[src/hw/adc_regs_cfg.svh]
// Register addresses, field positions, reset values and timing counts of the register bank.
`ifndef ADC_REGS_CFG_SVH
`define ADC_REGS_CFG_SVH

// Register addresses in the device map.
`define ADDR_DEVICE_IDENTITY   6'h00
`define ADDR_EVENT_FLAGS       6'h01
`define ADDR_OPERATING_CONFIG  6'h02

// Reset values.
`define EVENT_FLAGS_RESET      16'h0500
`define OPERATING_CONFIG_RESET 16'h0510

// Event-flags field positions.
`define EF_LOCKED              15
`define EF_RESYNC              14
`define EF_REGMAP              13
`define EF_RX_CRC_ERR          12
`define EF_CRC_POLY            11
`define EF_RESET_SEEN          10
`define EF_WLEN_HI             9
`define EF_WLEN_LO             8
`define EF_CHAN1               1
`define EF_CHAN0               0

// Operating-configuration field positions.
`define OC_REGMAP_CRC_EN       13
`define OC_RX_CRC_EN           12
`define OC_CRC_POLY            11
`define OC_RESET_SEEN          10
`define OC_WLEN_HI             9
`define OC_WLEN_LO             8
`define OC_TIMEOUT_EN          4
`define OC_SRC_HI              3
`define OC_SRC_LO              2
`define OC_IDLE_FLOAT          1
`define OC_PULSE_FORMAT        0

// Bits of the operating-configuration word that the host may change.
`define OC_WRITE_MASK          16'h3B1F

// Identity word fields; both values are arbitrary.
`define ID_UPPER_NIBBLE        4'hA
`define ID_CHANNEL_TOTAL       4'h5
`define ID_LOW_BYTE            8'h00

// Length of the low pulse on the ready pin, in ns, and in clock cycles at 100 MHz.
`define SYS_CLK_MHZ            100
`define SR_PULSE_NS            40
`define SR_PULSE_CYC           ((`SR_PULSE_NS * `SYS_CLK_MHZ) / 1000)

`endif

[src/hw/adc_regs_pkg.sv]
// Types shared by the register bank.
package adc_regs_pkg;
    typedef enum logic [1:0] {
        WLEN_16,
        WLEN_24,
        WLEN_32_ZERO_PAD,
        WLEN_32_SIGN_EXT
    } word_length_t;

    typedef enum logic [1:0] {
        SRC_MOST_LAGGING,
        SRC_ANY_ENABLED,
        SRC_MOST_LEADING,
        SRC_MOST_LEADING_ALT
    } ready_source_t;

    typedef enum logic [1:0] {
        PIN_IDLE,
        PIN_PULSE,
        PIN_HOLD
    } pin_state_t;
endpackage : adc_regs_pkg

[src/hw/sticky_flag.sv]
// One sticky status flag: set by an event, cleared by a request, set wins over clear.
module sticky_flag #(
    parameter logic RESET_VALUE = 1'b0
) (
    // Clock and reset
    input  wire logic i_sys_clk,
    input  wire logic i_srst,
    // Control
    input  wire logic i_set,
    input  wire logic i_clear,
    // State
    output logic      o_flag
);
    logic flag_q;

    always_ff @(posedge i_sys_clk) begin
        if (i_srst) begin
            flag_q <= RESET_VALUE;
        end else if (i_set) begin
            flag_q <= 1'b1;
        end else if (i_clear) begin
            flag_q <= 1'b0;
        end
    end

    assign o_flag = flag_q;
endmodule : sticky_flag

[src/hw/adc_status_mode_registers.sv]
// Identification, event-flags and operating-configuration registers with the ready pin.
// Notes on behaviour
// - Event-flags word is read-only at address one, reset value 0x0500.
// - Bit 15 shows interface lock; reads 0 after reset.
// - Bit 14 sets on every converter resynchronisation; resets to 0.
// - Bit 13 shows that the register-map checksum changed.
// - Bit 12 shows a checksum error on serial input data.
// - Bit 11 shows the active polynomial: 0 CCITT, 1 ANSI.
// - Bit 10 reads 1 after reset until the host clears it.
// - Bits 9:8 show the active word length, same coding as configuration.
// - Bit 1 shows new channel 1 data available.
// - Bit 0 shows new channel 0 data available.
// - Configuration word is read-write at address two, reset value 0x0510.
// - Bit 13 enables the register-map checksum; off at reset.
// - Bit 12 enables checking of the serial input checksum; off at reset.
// - Bit 11 picks the polynomial for all checksums: 0 CCITT, 1 ANSI.
// - Writing 0 to bit 10 clears the reset-seen flag; reads 1 after reset.
// - Bits 9:8 pick word length 16, 24, 32 padded, 32 sign-extended.
// - Bit 4 enables the interface timeout; on at reset.
// - Identity word is read-only: fixed upper nibble, channel count, reserved low byte.
// - Bits 3:2 pick ready source: lagging, OR of enabled, leading.
// - Bit 1 makes the idle ready pin drive high or float.
// - Bit 0 shows data as steady low or fixed-length low pulse.
`include "adc_regs_cfg.svh"

module adc_status_mode_registers #(
    parameter logic [3:0] ID_UPPER      = `ID_UPPER_NIBBLE,
    parameter logic [3:0] ID_CHAN_TOTAL = `ID_CHANNEL_TOTAL,
    parameter logic [7:0] ID_LOW        = `ID_LOW_BYTE,
    parameter int         PULSE_CYCLES  = `SR_PULSE_CYC
) (
    // Clock and reset
    input  wire logic                        i_sys_clk,
    input  wire logic                        i_srst,
    // Register port from the serial frame engine
    input  wire logic [5:0]                  i_reg_addr,
    input  wire logic                        i_reg_wr_en,
    input  wire logic [15:0]                 i_reg_wr_data,
    input  wire logic                        i_reg_rd_en,
    output logic [15:0]                      o_reg_rd_data,
    output logic                             o_reg_rd_valid,
    // Status from the interface and converter
    input  wire logic                        i_spi_locked,
    input  wire logic                        i_resync_pulse,
    input  wire logic                        i_rx_crc_error,
    input  wire logic [15:0]                 i_regmap_crc,
    input  wire logic [1:0]                  i_chan_enable,
    input  wire logic                        i_chan0_new_sample,
    input  wire logic                        i_chan1_new_sample,
    input  wire logic                        i_sample_taken,
    // Configuration outputs
    output logic                             o_regmap_crc_en,
    output logic                             o_rx_crc_en,
    output logic                             o_crc_poly_ansi,
    output adc_regs_pkg::word_length_t       o_word_length_select,
    output logic                             o_timeout_en,
    // Ready pin, output enable low while driving
    output logic                             o_sample_ready_pin_out,
    output logic                             o_sample_ready_pin_oe_n
);
    import adc_regs_pkg::*;

    localparam int PULSE_LEN = (PULSE_CYCLES < 1) ? 1 : PULSE_CYCLES;

    logic [15:0]   config_q;
    logic [15:0]   crc_ref_q;
    logic          locked_q;
    logic [15:0]   rd_data_q;
    logic          rd_valid_q;
    logic [15:0]   pulse_cnt_q;
    pin_state_t    pin_state_q;
    logic          ready_level_q;

    logic          wr_config;
    logic          rd_flags;
    logic          reset_seen;
    logic          resync_seen_flag;
    logic          regmap_changed;
    logic          rx_crc_failed;
    logic          chan0_new_sample;
    logic          chan1_new_sample;
    logic          leading_seen;
    logic          regmap_diff;
    logic          rx_crc_hit;
    logic          lead_set;
    logic          ready_level;
    logic [15:0]   event_flags;
    logic [15:0]   identity;
    ready_source_t sample_ready_source_select;
    logic          sample_ready_idle_float;
    logic          sample_ready_pulse_format;
    logic          pin_active;

    assign wr_config = i_reg_wr_en && (i_reg_addr == `ADDR_OPERATING_CONFIG);
    // Reading the event flags clears the event-type flags; a same-cycle event still wins.
    assign rd_flags  = i_reg_rd_en && (i_reg_addr == `ADDR_EVENT_FLAGS);

    // Configuration storage; only documented writable bits take the host value.
    always_ff @(posedge i_sys_clk) begin
        if (i_srst) begin
            config_q <= `OPERATING_CONFIG_RESET;
        end else if (wr_config) begin
            config_q <= i_reg_wr_data & `OC_WRITE_MASK;
        end
    end

    assign o_regmap_crc_en           = config_q[`OC_REGMAP_CRC_EN];
    assign o_rx_crc_en               = config_q[`OC_RX_CRC_EN];
    assign o_crc_poly_ansi           = config_q[`OC_CRC_POLY];
    assign o_word_length_select      = word_length_t'(config_q[`OC_WLEN_HI:`OC_WLEN_LO]);
    assign o_timeout_en              = config_q[`OC_TIMEOUT_EN];
    assign sample_ready_source_select =
        ready_source_t'(config_q[`OC_SRC_HI:`OC_SRC_LO]);
    assign sample_ready_idle_float   = config_q[`OC_IDLE_FLOAT];
    assign sample_ready_pulse_format = config_q[`OC_PULSE_FORMAT];

    // Reset-seen flag: set by reset, cleared only by a host write of 0 to its bit.
    sticky_flag #(
        .RESET_VALUE (1'b1)
    ) u_reset_seen (
        .i_sys_clk (i_sys_clk),
        .i_srst    (i_srst),
        .i_set     (1'b0),
        .i_clear   (wr_config && !i_reg_wr_data[`OC_RESET_SEEN]),
        .o_flag    (reset_seen)
    );

    sticky_flag #(
        .RESET_VALUE (1'b0)
    ) u_resync (
        .i_sys_clk (i_sys_clk),
        .i_srst    (i_srst),
        .i_set     (i_resync_pulse),
        .i_clear   (rd_flags),
        .o_flag    (resync_seen_flag)
    );

    // The reference follows the checksum while disabled and during each host write, so only
    // a change the host did not cause raises the flag. The checksum engine must show the new
    // value in the write cycle itself, since even a one-cycle lag would look like corruption.
    always_ff @(posedge i_sys_clk) begin
        if (i_srst) begin
            crc_ref_q <= 16'h0000;
        end else if (!config_q[`OC_REGMAP_CRC_EN] || i_reg_wr_en) begin
            crc_ref_q <= i_regmap_crc;
        end
    end

    assign regmap_diff = config_q[`OC_REGMAP_CRC_EN] && !i_reg_wr_en
                         && (i_regmap_crc != crc_ref_q);

    sticky_flag #(
        .RESET_VALUE (1'b0)
    ) u_regmap (
        .i_sys_clk (i_sys_clk),
        .i_srst    (i_srst),
        .i_set     (regmap_diff),
        .i_clear   (rd_flags),
        .o_flag    (regmap_changed)
    );

    assign rx_crc_hit = i_rx_crc_error && config_q[`OC_RX_CRC_EN];

    sticky_flag #(
        .RESET_VALUE (1'b0)
    ) u_rx_crc (
        .i_sys_clk (i_sys_clk),
        .i_srst    (i_srst),
        .i_set     (rx_crc_hit),
        .i_clear   (rd_flags),
        .o_flag    (rx_crc_failed)
    );

    // Per-channel availability; a disabled channel never reports new data.
    sticky_flag #(
        .RESET_VALUE (1'b0)
    ) u_chan0 (
        .i_sys_clk (i_sys_clk),
        .i_srst    (i_srst),
        .i_set     (i_chan0_new_sample && i_chan_enable[0]),
        .i_clear   (i_sample_taken || !i_chan_enable[0]),
        .o_flag    (chan0_new_sample)
    );

    sticky_flag #(
        .RESET_VALUE (1'b0)
    ) u_chan1 (
        .i_sys_clk (i_sys_clk),
        .i_srst    (i_srst),
        .i_set     (i_chan1_new_sample && i_chan_enable[1]),
        .i_clear   (i_sample_taken || !i_chan_enable[1]),
        .o_flag    (chan1_new_sample)
    );

    assign lead_set = (i_chan0_new_sample && i_chan_enable[0])
                      || (i_chan1_new_sample && i_chan_enable[1]);

    // Latches the first enabled channel to finish until the samples are taken.
    sticky_flag #(
        .RESET_VALUE (1'b0)
    ) u_leading (
        .i_sys_clk (i_sys_clk),
        .i_srst    (i_srst),
        .i_set     (lead_set),
        .i_clear   (i_sample_taken),
        .o_flag    (leading_seen)
    );

    // Lock comes from the frame engine on the same clock; held here so reads are stable.
    always_ff @(posedge i_sys_clk) begin
        if (i_srst) begin
            locked_q <= 1'b0;
        end else begin
            locked_q <= i_spi_locked;
        end
    end

    always_comb begin
        event_flags                            = 16'h0000;
        event_flags[`EF_LOCKED]                = locked_q;
        event_flags[`EF_RESYNC]                = resync_seen_flag;
        event_flags[`EF_REGMAP]                = regmap_changed;
        event_flags[`EF_RX_CRC_ERR]            = rx_crc_failed;
        event_flags[`EF_CRC_POLY]              = config_q[`OC_CRC_POLY];
        event_flags[`EF_RESET_SEEN]            = reset_seen;
        event_flags[`EF_WLEN_HI:`EF_WLEN_LO]   = config_q[`OC_WLEN_HI:`OC_WLEN_LO];
        event_flags[`EF_CHAN1]                 = chan1_new_sample;
        event_flags[`EF_CHAN0]                 = chan0_new_sample;
    end

    assign identity = {ID_UPPER, ID_CHAN_TOTAL, ID_LOW};

    // Read port: one cycle from request to data; unmapped addresses read zero.
    always_ff @(posedge i_sys_clk) begin
        if (i_srst) begin
            rd_data_q <= 16'h0000;
        end else if (i_reg_rd_en) begin
            case (i_reg_addr)
                `ADDR_DEVICE_IDENTITY: begin
                    rd_data_q <= identity;
                end
                `ADDR_EVENT_FLAGS: begin
                    rd_data_q <= event_flags;
                end
                `ADDR_OPERATING_CONFIG: begin
                    // The reset bit reads the live flag so software sees its clear take effect.
                    rd_data_q <= {config_q[15:11], reset_seen, config_q[9:0]};
                end
                default: begin
                    rd_data_q <= 16'h0000;
                end
            endcase
        end
    end

    always_ff @(posedge i_sys_clk) begin
        if (i_srst) begin
            rd_valid_q <= 1'b0;
        end else begin
            rd_valid_q <= i_reg_rd_en;
        end
    end

    assign o_reg_rd_data  = rd_data_q;
    assign o_reg_rd_valid = rd_valid_q;

    // Ready level per source selection; with no channel enabled only a leading latch set earlier can assert it.
    always_comb begin
        case (sample_ready_source_select)
            SRC_MOST_LAGGING: begin
                ready_level = (i_chan_enable != 2'b00)
                              && (!i_chan_enable[0] || chan0_new_sample)
                              && (!i_chan_enable[1] || chan1_new_sample);
            end
            SRC_ANY_ENABLED: begin
                ready_level = chan0_new_sample || chan1_new_sample;
            end
            SRC_MOST_LEADING, SRC_MOST_LEADING_ALT: begin
                ready_level = leading_seen;
            end
            default: begin
                ready_level = 1'b0;
            end
        endcase
    end

    always_ff @(posedge i_sys_clk) begin
        if (i_srst) begin
            ready_level_q <= 1'b0;
        end else begin
            ready_level_q <= ready_level;
        end
    end

    // Pin sequencer: a rising ready level starts either a steady low or a fixed pulse.
    always_ff @(posedge i_sys_clk) begin
        if (i_srst) begin
            pin_state_q <= PIN_IDLE;
            pulse_cnt_q <= 16'h0000;
        end else begin
            case (pin_state_q)
                PIN_IDLE: begin
                    if (ready_level && !ready_level_q) begin
                        if (sample_ready_pulse_format) begin
                            pin_state_q <= PIN_PULSE;
                            pulse_cnt_q <= 16'(PULSE_LEN - 1);
                        end else begin
                            pin_state_q <= PIN_HOLD;
                        end
                    end
                end
                PIN_PULSE: begin
                    if (pulse_cnt_q == 16'h0000) begin
                        pin_state_q <= PIN_IDLE;
                    end else begin
                        pulse_cnt_q <= pulse_cnt_q - 16'h0001;
                    end
                end
                PIN_HOLD: begin
                    if (!ready_level) begin
                        pin_state_q <= PIN_IDLE;
                    end
                end
                default: begin
                    pin_state_q <= PIN_IDLE;
                end
            endcase
        end
    end

    // The pin is active low; a pulse is not cut short if the data are taken early.
    assign pin_active              = (pin_state_q != PIN_IDLE);
    assign o_sample_ready_pin_out  = !pin_active;
    assign o_sample_ready_pin_oe_n = sample_ready_idle_float && !pin_active;
endmodule : adc_status_mode_registers

[config.mk]
export PLATFORM = sky130hd
export DESIGN_NAME = adc_status_mode_registers
export DESIGN_NICKNAME = d
export VERILOG_FILES = /design/src/hw/adc_regs_pkg.sv /design/src/hw/sticky_flag.sv /design/src/hw/adc_status_mode_registers.sv
export VERILOG_INCLUDE_DIRS = /design/src /design/src/hw
export SDC_FILE = /design/constraint.sdc
export NUM_CORES = 1
export LEC_CHECK = 0
export BUFFER_PORTS_ARGS = -buffer_cell sky130_fd_sc_hd__buf_2
export CORE_MARGIN = 8
export CORE_UTILIZATION = 30
export CTS_CLUSTER_SIZE = 30
export DETAILED_ROUTE_END_ITERATION = 7
export MAX_ROUTING_LAYER = met4
export PLACE_DENSITY = 0.58
export RECOVER_POWER = 100
export SLEW_MARGIN = 25
export SYNTH_ARGS = -nofsm -noshare
export SYNTH_HDL_FRONTEND = slang
export SYNTH_SLANG_ARGS = --single-unit
[constraint.sdc]
create_clock -name i_sys_clk -period 4.2 [get_ports i_sys_clk]
set_input_delay 0.21 -clock i_sys_clk [delete_from_list [all_inputs] [get_ports i_sys_clk]]
set_output_delay 0.21 -clock i_sys_clk [all_outputs]
set_load 0.005 [all_outputs]
# Word-level counts from Yosys, hierarchy flattened
# Index checks and enable logic that the tools add are counted.
# op_classes
eq_ne	13
bitwise	0
shift	0
magnitude_cmp	0
mul	0
addsub	1
n_reduce_logical	42
n_div	0
n_mux	21
# op_table
operator	count
$mux 16	3
$pmux 16 s3	1
$pmux 16 s2	1
$reduce_bool 2->1	9
$logic_not 16->1	1
$ne 16x16->1	1
$sub 16x1->16 const B	1
$logic_and 1x1->1	12
$mux 1	10
$ne 2x2->1 const B	5
$mux 2	4
$logic_not 1->1	7
$logic_or 1x1->1	7
$eq 2x2->1 const B	3
$eq 6x1->1 const B	1
$eq 6x2->1 const B	1
$logic_not 6->1	1
$pmux 2 s3	1
$eq 2x1->1 const B	2
$logic_not 2->1	2
$reduce_and 4->1	1
$pmux 1 s3	1
$reduce_and 3->1	1
$reduce_or 2->1	1
# word_totals
mem_bits_rw	0
latchBits	0
wordCells	92
rom_bits	0
output_inout_bits	25
regBits	71
n_memories	0
in_bits	50

# Logic depth before layout (Yosys ltp)
# depth
ltp_word	8
depth_mapped	8
depth_no_buf	7

# Modules after synthesis
# Synthesis repeated with hierarchy kept, for this count alone.
# hier_totals
cells_unflattened	379
hier_area_um2	3136.8
# by_module_without_submodules
mod	seq_area_each_um2	cells_per_inst	instances	area_per_inst_um2
adc_status_mode_registers	1201.2	351	1	2871.5
sticky_flag (u_chan0 ...)	20.0	4	6	38.8
sticky_flag (u_reset_seen)	20.0	4	1	32.5

# Worst setup path after synthesis
# Ideal clock, no wire load.
# synth_timing
path_type	register to register
startpoint	reg pulse_cnt_q[0]
endpoint	reg pulse_cnt_q[13]
arrival_time_ps	1633
period_less_slack_ps	1749
required_ps	4083
n_path_buf	1
path_stages_with_launch	9
setup_ps	117
path_slack_ps	2451
cell_sequence	dfxtp_1 inv_1 ha_1 nor4b_1 and4_1 nand2b_1 buf_4 a32o_1 a22o_1
# synth_via
elab_chain_cells	3
elab_cells_between_ends	6
cone_classes	add/sub (1); eq/ne (1); mux (2); reduce/logical (2)
# synth_lines
item	line	rtl
start, declared	adc_status_mode_registers.sv:70	logic [15:0] pulse_cnt_q;
start signal, assigned	adc_status_mode_registers.sv:306	pulse_cnt_q <= 16'(PULSE_LEN - 1);
start signal, assigned	adc_status_mode_registers.sv:316	pulse_cnt_q <= pulse_cnt_q - 16'h0001;
$sub 16x1->16 / $logic_not 16->1 (equally long branches)	adc_status_mode_registers.sv:316, adc_status_mode_registers.sv:313	
$mux 16 / $ne 2x2->1 (equally long branches)	-	
$pmux 16 s2 / $reduce_and 4->1 (equally long branches)	-	
# Parallel ways exist; a longest one is shown, timed or not. The select of a mux whose other input is x is not followed.
# A chain may end at the register's enable or synchronous reset.

==> impl_results.md <==
* Synth Instances at 373
* Yosys top cell by area: dfxtp_1
* Top-Level Pins at 75
* Failing checks: max-capacitance violations, max-slew violations
* #FFs+latches synth at 67
* Yosys warnings at 0
* First-pass GRT wire length at 13.3 mm
* Vias per cell at slightly below 5
* Filler Cell Count at 1,114
* Root buf cell: clkbuf_8
* Clk pin slew, worst setup/hold paths at around 60 ps
* Post-synth EDFFs at 0
* Critical path data required time at between 4000 and 5000 ps
* Net switching power at 0.294 mW
* Overall Global Routing Usage at between 10% and 20%
* Internal power at ~0.99 mW
* Top-count cell post-synth: dfxtp_1
* Slew Limit Fails at 54
* Hold_sp: i_resync_pulse
* Post-synth top area share at about 44%
* Synth cell count leaders: dfxtp_1 (67), nand2_1 (65), a21oi_1 (42)
* Setup_tns at 0 ps
* Post-cts resize count at 0
* Final hold slack at 99.2 ps
* Endpoints failing hold at 0
* Skew final at approximately 9.5 ps
* WP data arrival at between 3000 and 4000 ps
* Core area at slightly above 10,000 um2
* NumNets Final at 480
* Worst setup path start: i_srst
* Reg-to-Reg Start: pulse_cnt_q[0]$_SDFFE_PP0P_
* Switching share of power at approximately 23%
* Outcome: finished with violations
* Diode count at 0
* WL per Instance at 14.3 um
* Clk_lat worst skew at around 350 ps
* Synth async-reset ratio at 0%
* Proportion of power drawn by the clock network at roughly 42%
* Synthesis-to-finish area growth at 18.1%
* Worst setup SP type: primary input
* Synth top area cells: dfxtp_1 (44%), nand2_1 (8.0%), a21oi_1 (6.9%)
* Gpl congestion at just over 0.8
* Setup slack after layout at 1270 ps
* Post-route DRC violation count at 0
* Initial DRT Pass Iterations at 4
* Drt initial violations at around 170
* DP HPWL at roughly 6 mm
* CTS max path bufs at 2
* Fmax at ~340 MHz
* Tmin final at 2930 ps
* Final setup violation count at 0
* Most used DFF post-synth: dfxtp_1
* Pwr dens at about 360 nW/um2
* Die Ht at about 120 um
* GRT overflow at 0
* Logic pwr share at 6.5%
* Sequential share of the synthesized area at 43.9%
* Sequential Power Share at about 51%
* Hold depth at 3
* Unrepaired setup endpoints after global routing: no
* Routed Antenna Nets at 0
* CTS tree: done
* Peak supply drop at approximately 0.24 mV
* PortBufs at 66
* Share of cells above drive strength 1 at 15.9%
* Vias in the first global route at between 2,000 and 3,000
* Max cap viols at 1
* Vias post-DR at around 2,800
* Initial antenna violation count at 0
* Routed WL at just over 8 mm
* Maximum fanout along the worst path at 53
* Die area at 13,700 um2
* Final period utilization at 69.8%
* CTS sink cnt at 67
* Chip Width at ~120 um
* CTS Buf Count at 9
* R2r worst-path depth at 7
* Syn avg cell area at between 8 and 9 um2
* Critical path type: primary input to register
* Synthesized area at ~3100 um2
* Largest net degree at the start of global routing at 54
* Worst-Margin Slew at about 2400 ps
* P_leak at 1.38 nW
* Initial Util at a little under a third
* Htree depth at 3
* Slew HR at -60.4%
* Hold Crit Class: primary input to register
* FP Rows at 37
* # Post-CTS Setup Buffers at 0
* # hold bufs at CTS at 0
* CP Capture Type: register
* Synth cell types at 52
* Setup slack at placement at slightly below 2000 ps
-- logic make-up after synthesis --
kind of cell | share of synthesized area (%)
simple gates | 25.3
compound gates | 19.2
flops | 43.9
buf+inv | 5.57
xor+xnor | 4.59
mux | 0.983
fa+ha+maj | 0.409
other cells | 0.123
-- critical path, cell delays in order --
cell and delay, ps:
clkbuf_1 110, clkbuf_1 1720, nor2_1 500, o21ai_0 210, o31ai_1 110, a32o_1 300
-- path summary, 6_finish.rpt --
| check | slack [ps] | endpoint |
|---|---|---|
| worst max register to register | 1940 | pulse_cnt_q[3]$_SDFFE_PP0P_ |
| worst max-delay path | 1270 | pulse_cnt_q[7]$_SDFFE_PP0P_ |
| worst min-delay path | 100 | u_resync.o_flag$_SDFFE_PP0P_ |
| worst min register to register | 460 | o_reg_rd_data[10]$_SDFFE_PP0P_ |
-- cell usage in the layout (no fill, tap or decap), drive strengths merged, types with 4 or more instances in the layout --
cell and n:
a21oi 42, a22oi 8, a31oi 7, and2 4, buf 45, clkbuf 34, clkinv 4, dfxtp 67
inv 12, nand2 66, nand2b 4, nand3 22, nor2 30, nor2b 6, nor4 10, o21ai 13
xor2 16
-- power by group through the flow --
stage                     combinational, mW  sequential [mW]  clock (mW)
final                                0.0831            0.657       0.543
after global routing                 0.0936            0.659       0.588
after CTS                            0.0845            0.657       0.555
after detailed placement             0.0841            0.672           0
after global placement               0.0828            0.672           0
after floorplan                      0.0486            0.670           0
-- layer usage --
layer  wire (um)  up-vias  GRT usage, %
li1            -     1414             -
met1        3830     1310          16.2
met2        3660       87          18.4
met3         483       14          3.08
met4         182        0          6.83
met5           0        -             -
-- registers in the layout, indices dropped and copies added, names as in the netlist --
register             flops
u_rx_crc.o_flag          1
locked_q                 1
pulse_cnt_q             16
o_reg_rd_data           13
u_regmap.o_flag          1
crc_ref_q               16
pin_state_q              2
u_chan1.o_flag           1
u_reset_seen.o_flag      1
config_q                10
u_leading.o_flag         1
u_chan0.o_flag           1
o_reg_rd_valid           1
u_resync.o_flag          1
ready_level_q            1
-- area by class of cell --
class	instances	area, um2	share of cell area, %
clock buffer	12	155	4.30
clock inverter	4	48.8	1.35
inverter	13	48.8	1.35
multi-input combinational	271	1540	42.6
sequential	67	1340	37.2
tap	136	170	4.72
timing repair buffer	67	308	8.53
-- per-stage QoR --
stage,cell area [um2],util (%),std cells,power [mW]
after global routing,3610,35.8,570,1.34
after CTS,3650,36.2,570,1.30
after detailed placement,3450,34.2,554,0.756
after floorplan,3060,-,375,0.719
after global placement,3450,34.2,554,0.754
final,3610,35.8,570,1.28
No activity file was read; power rests on OpenSTA's default activity.
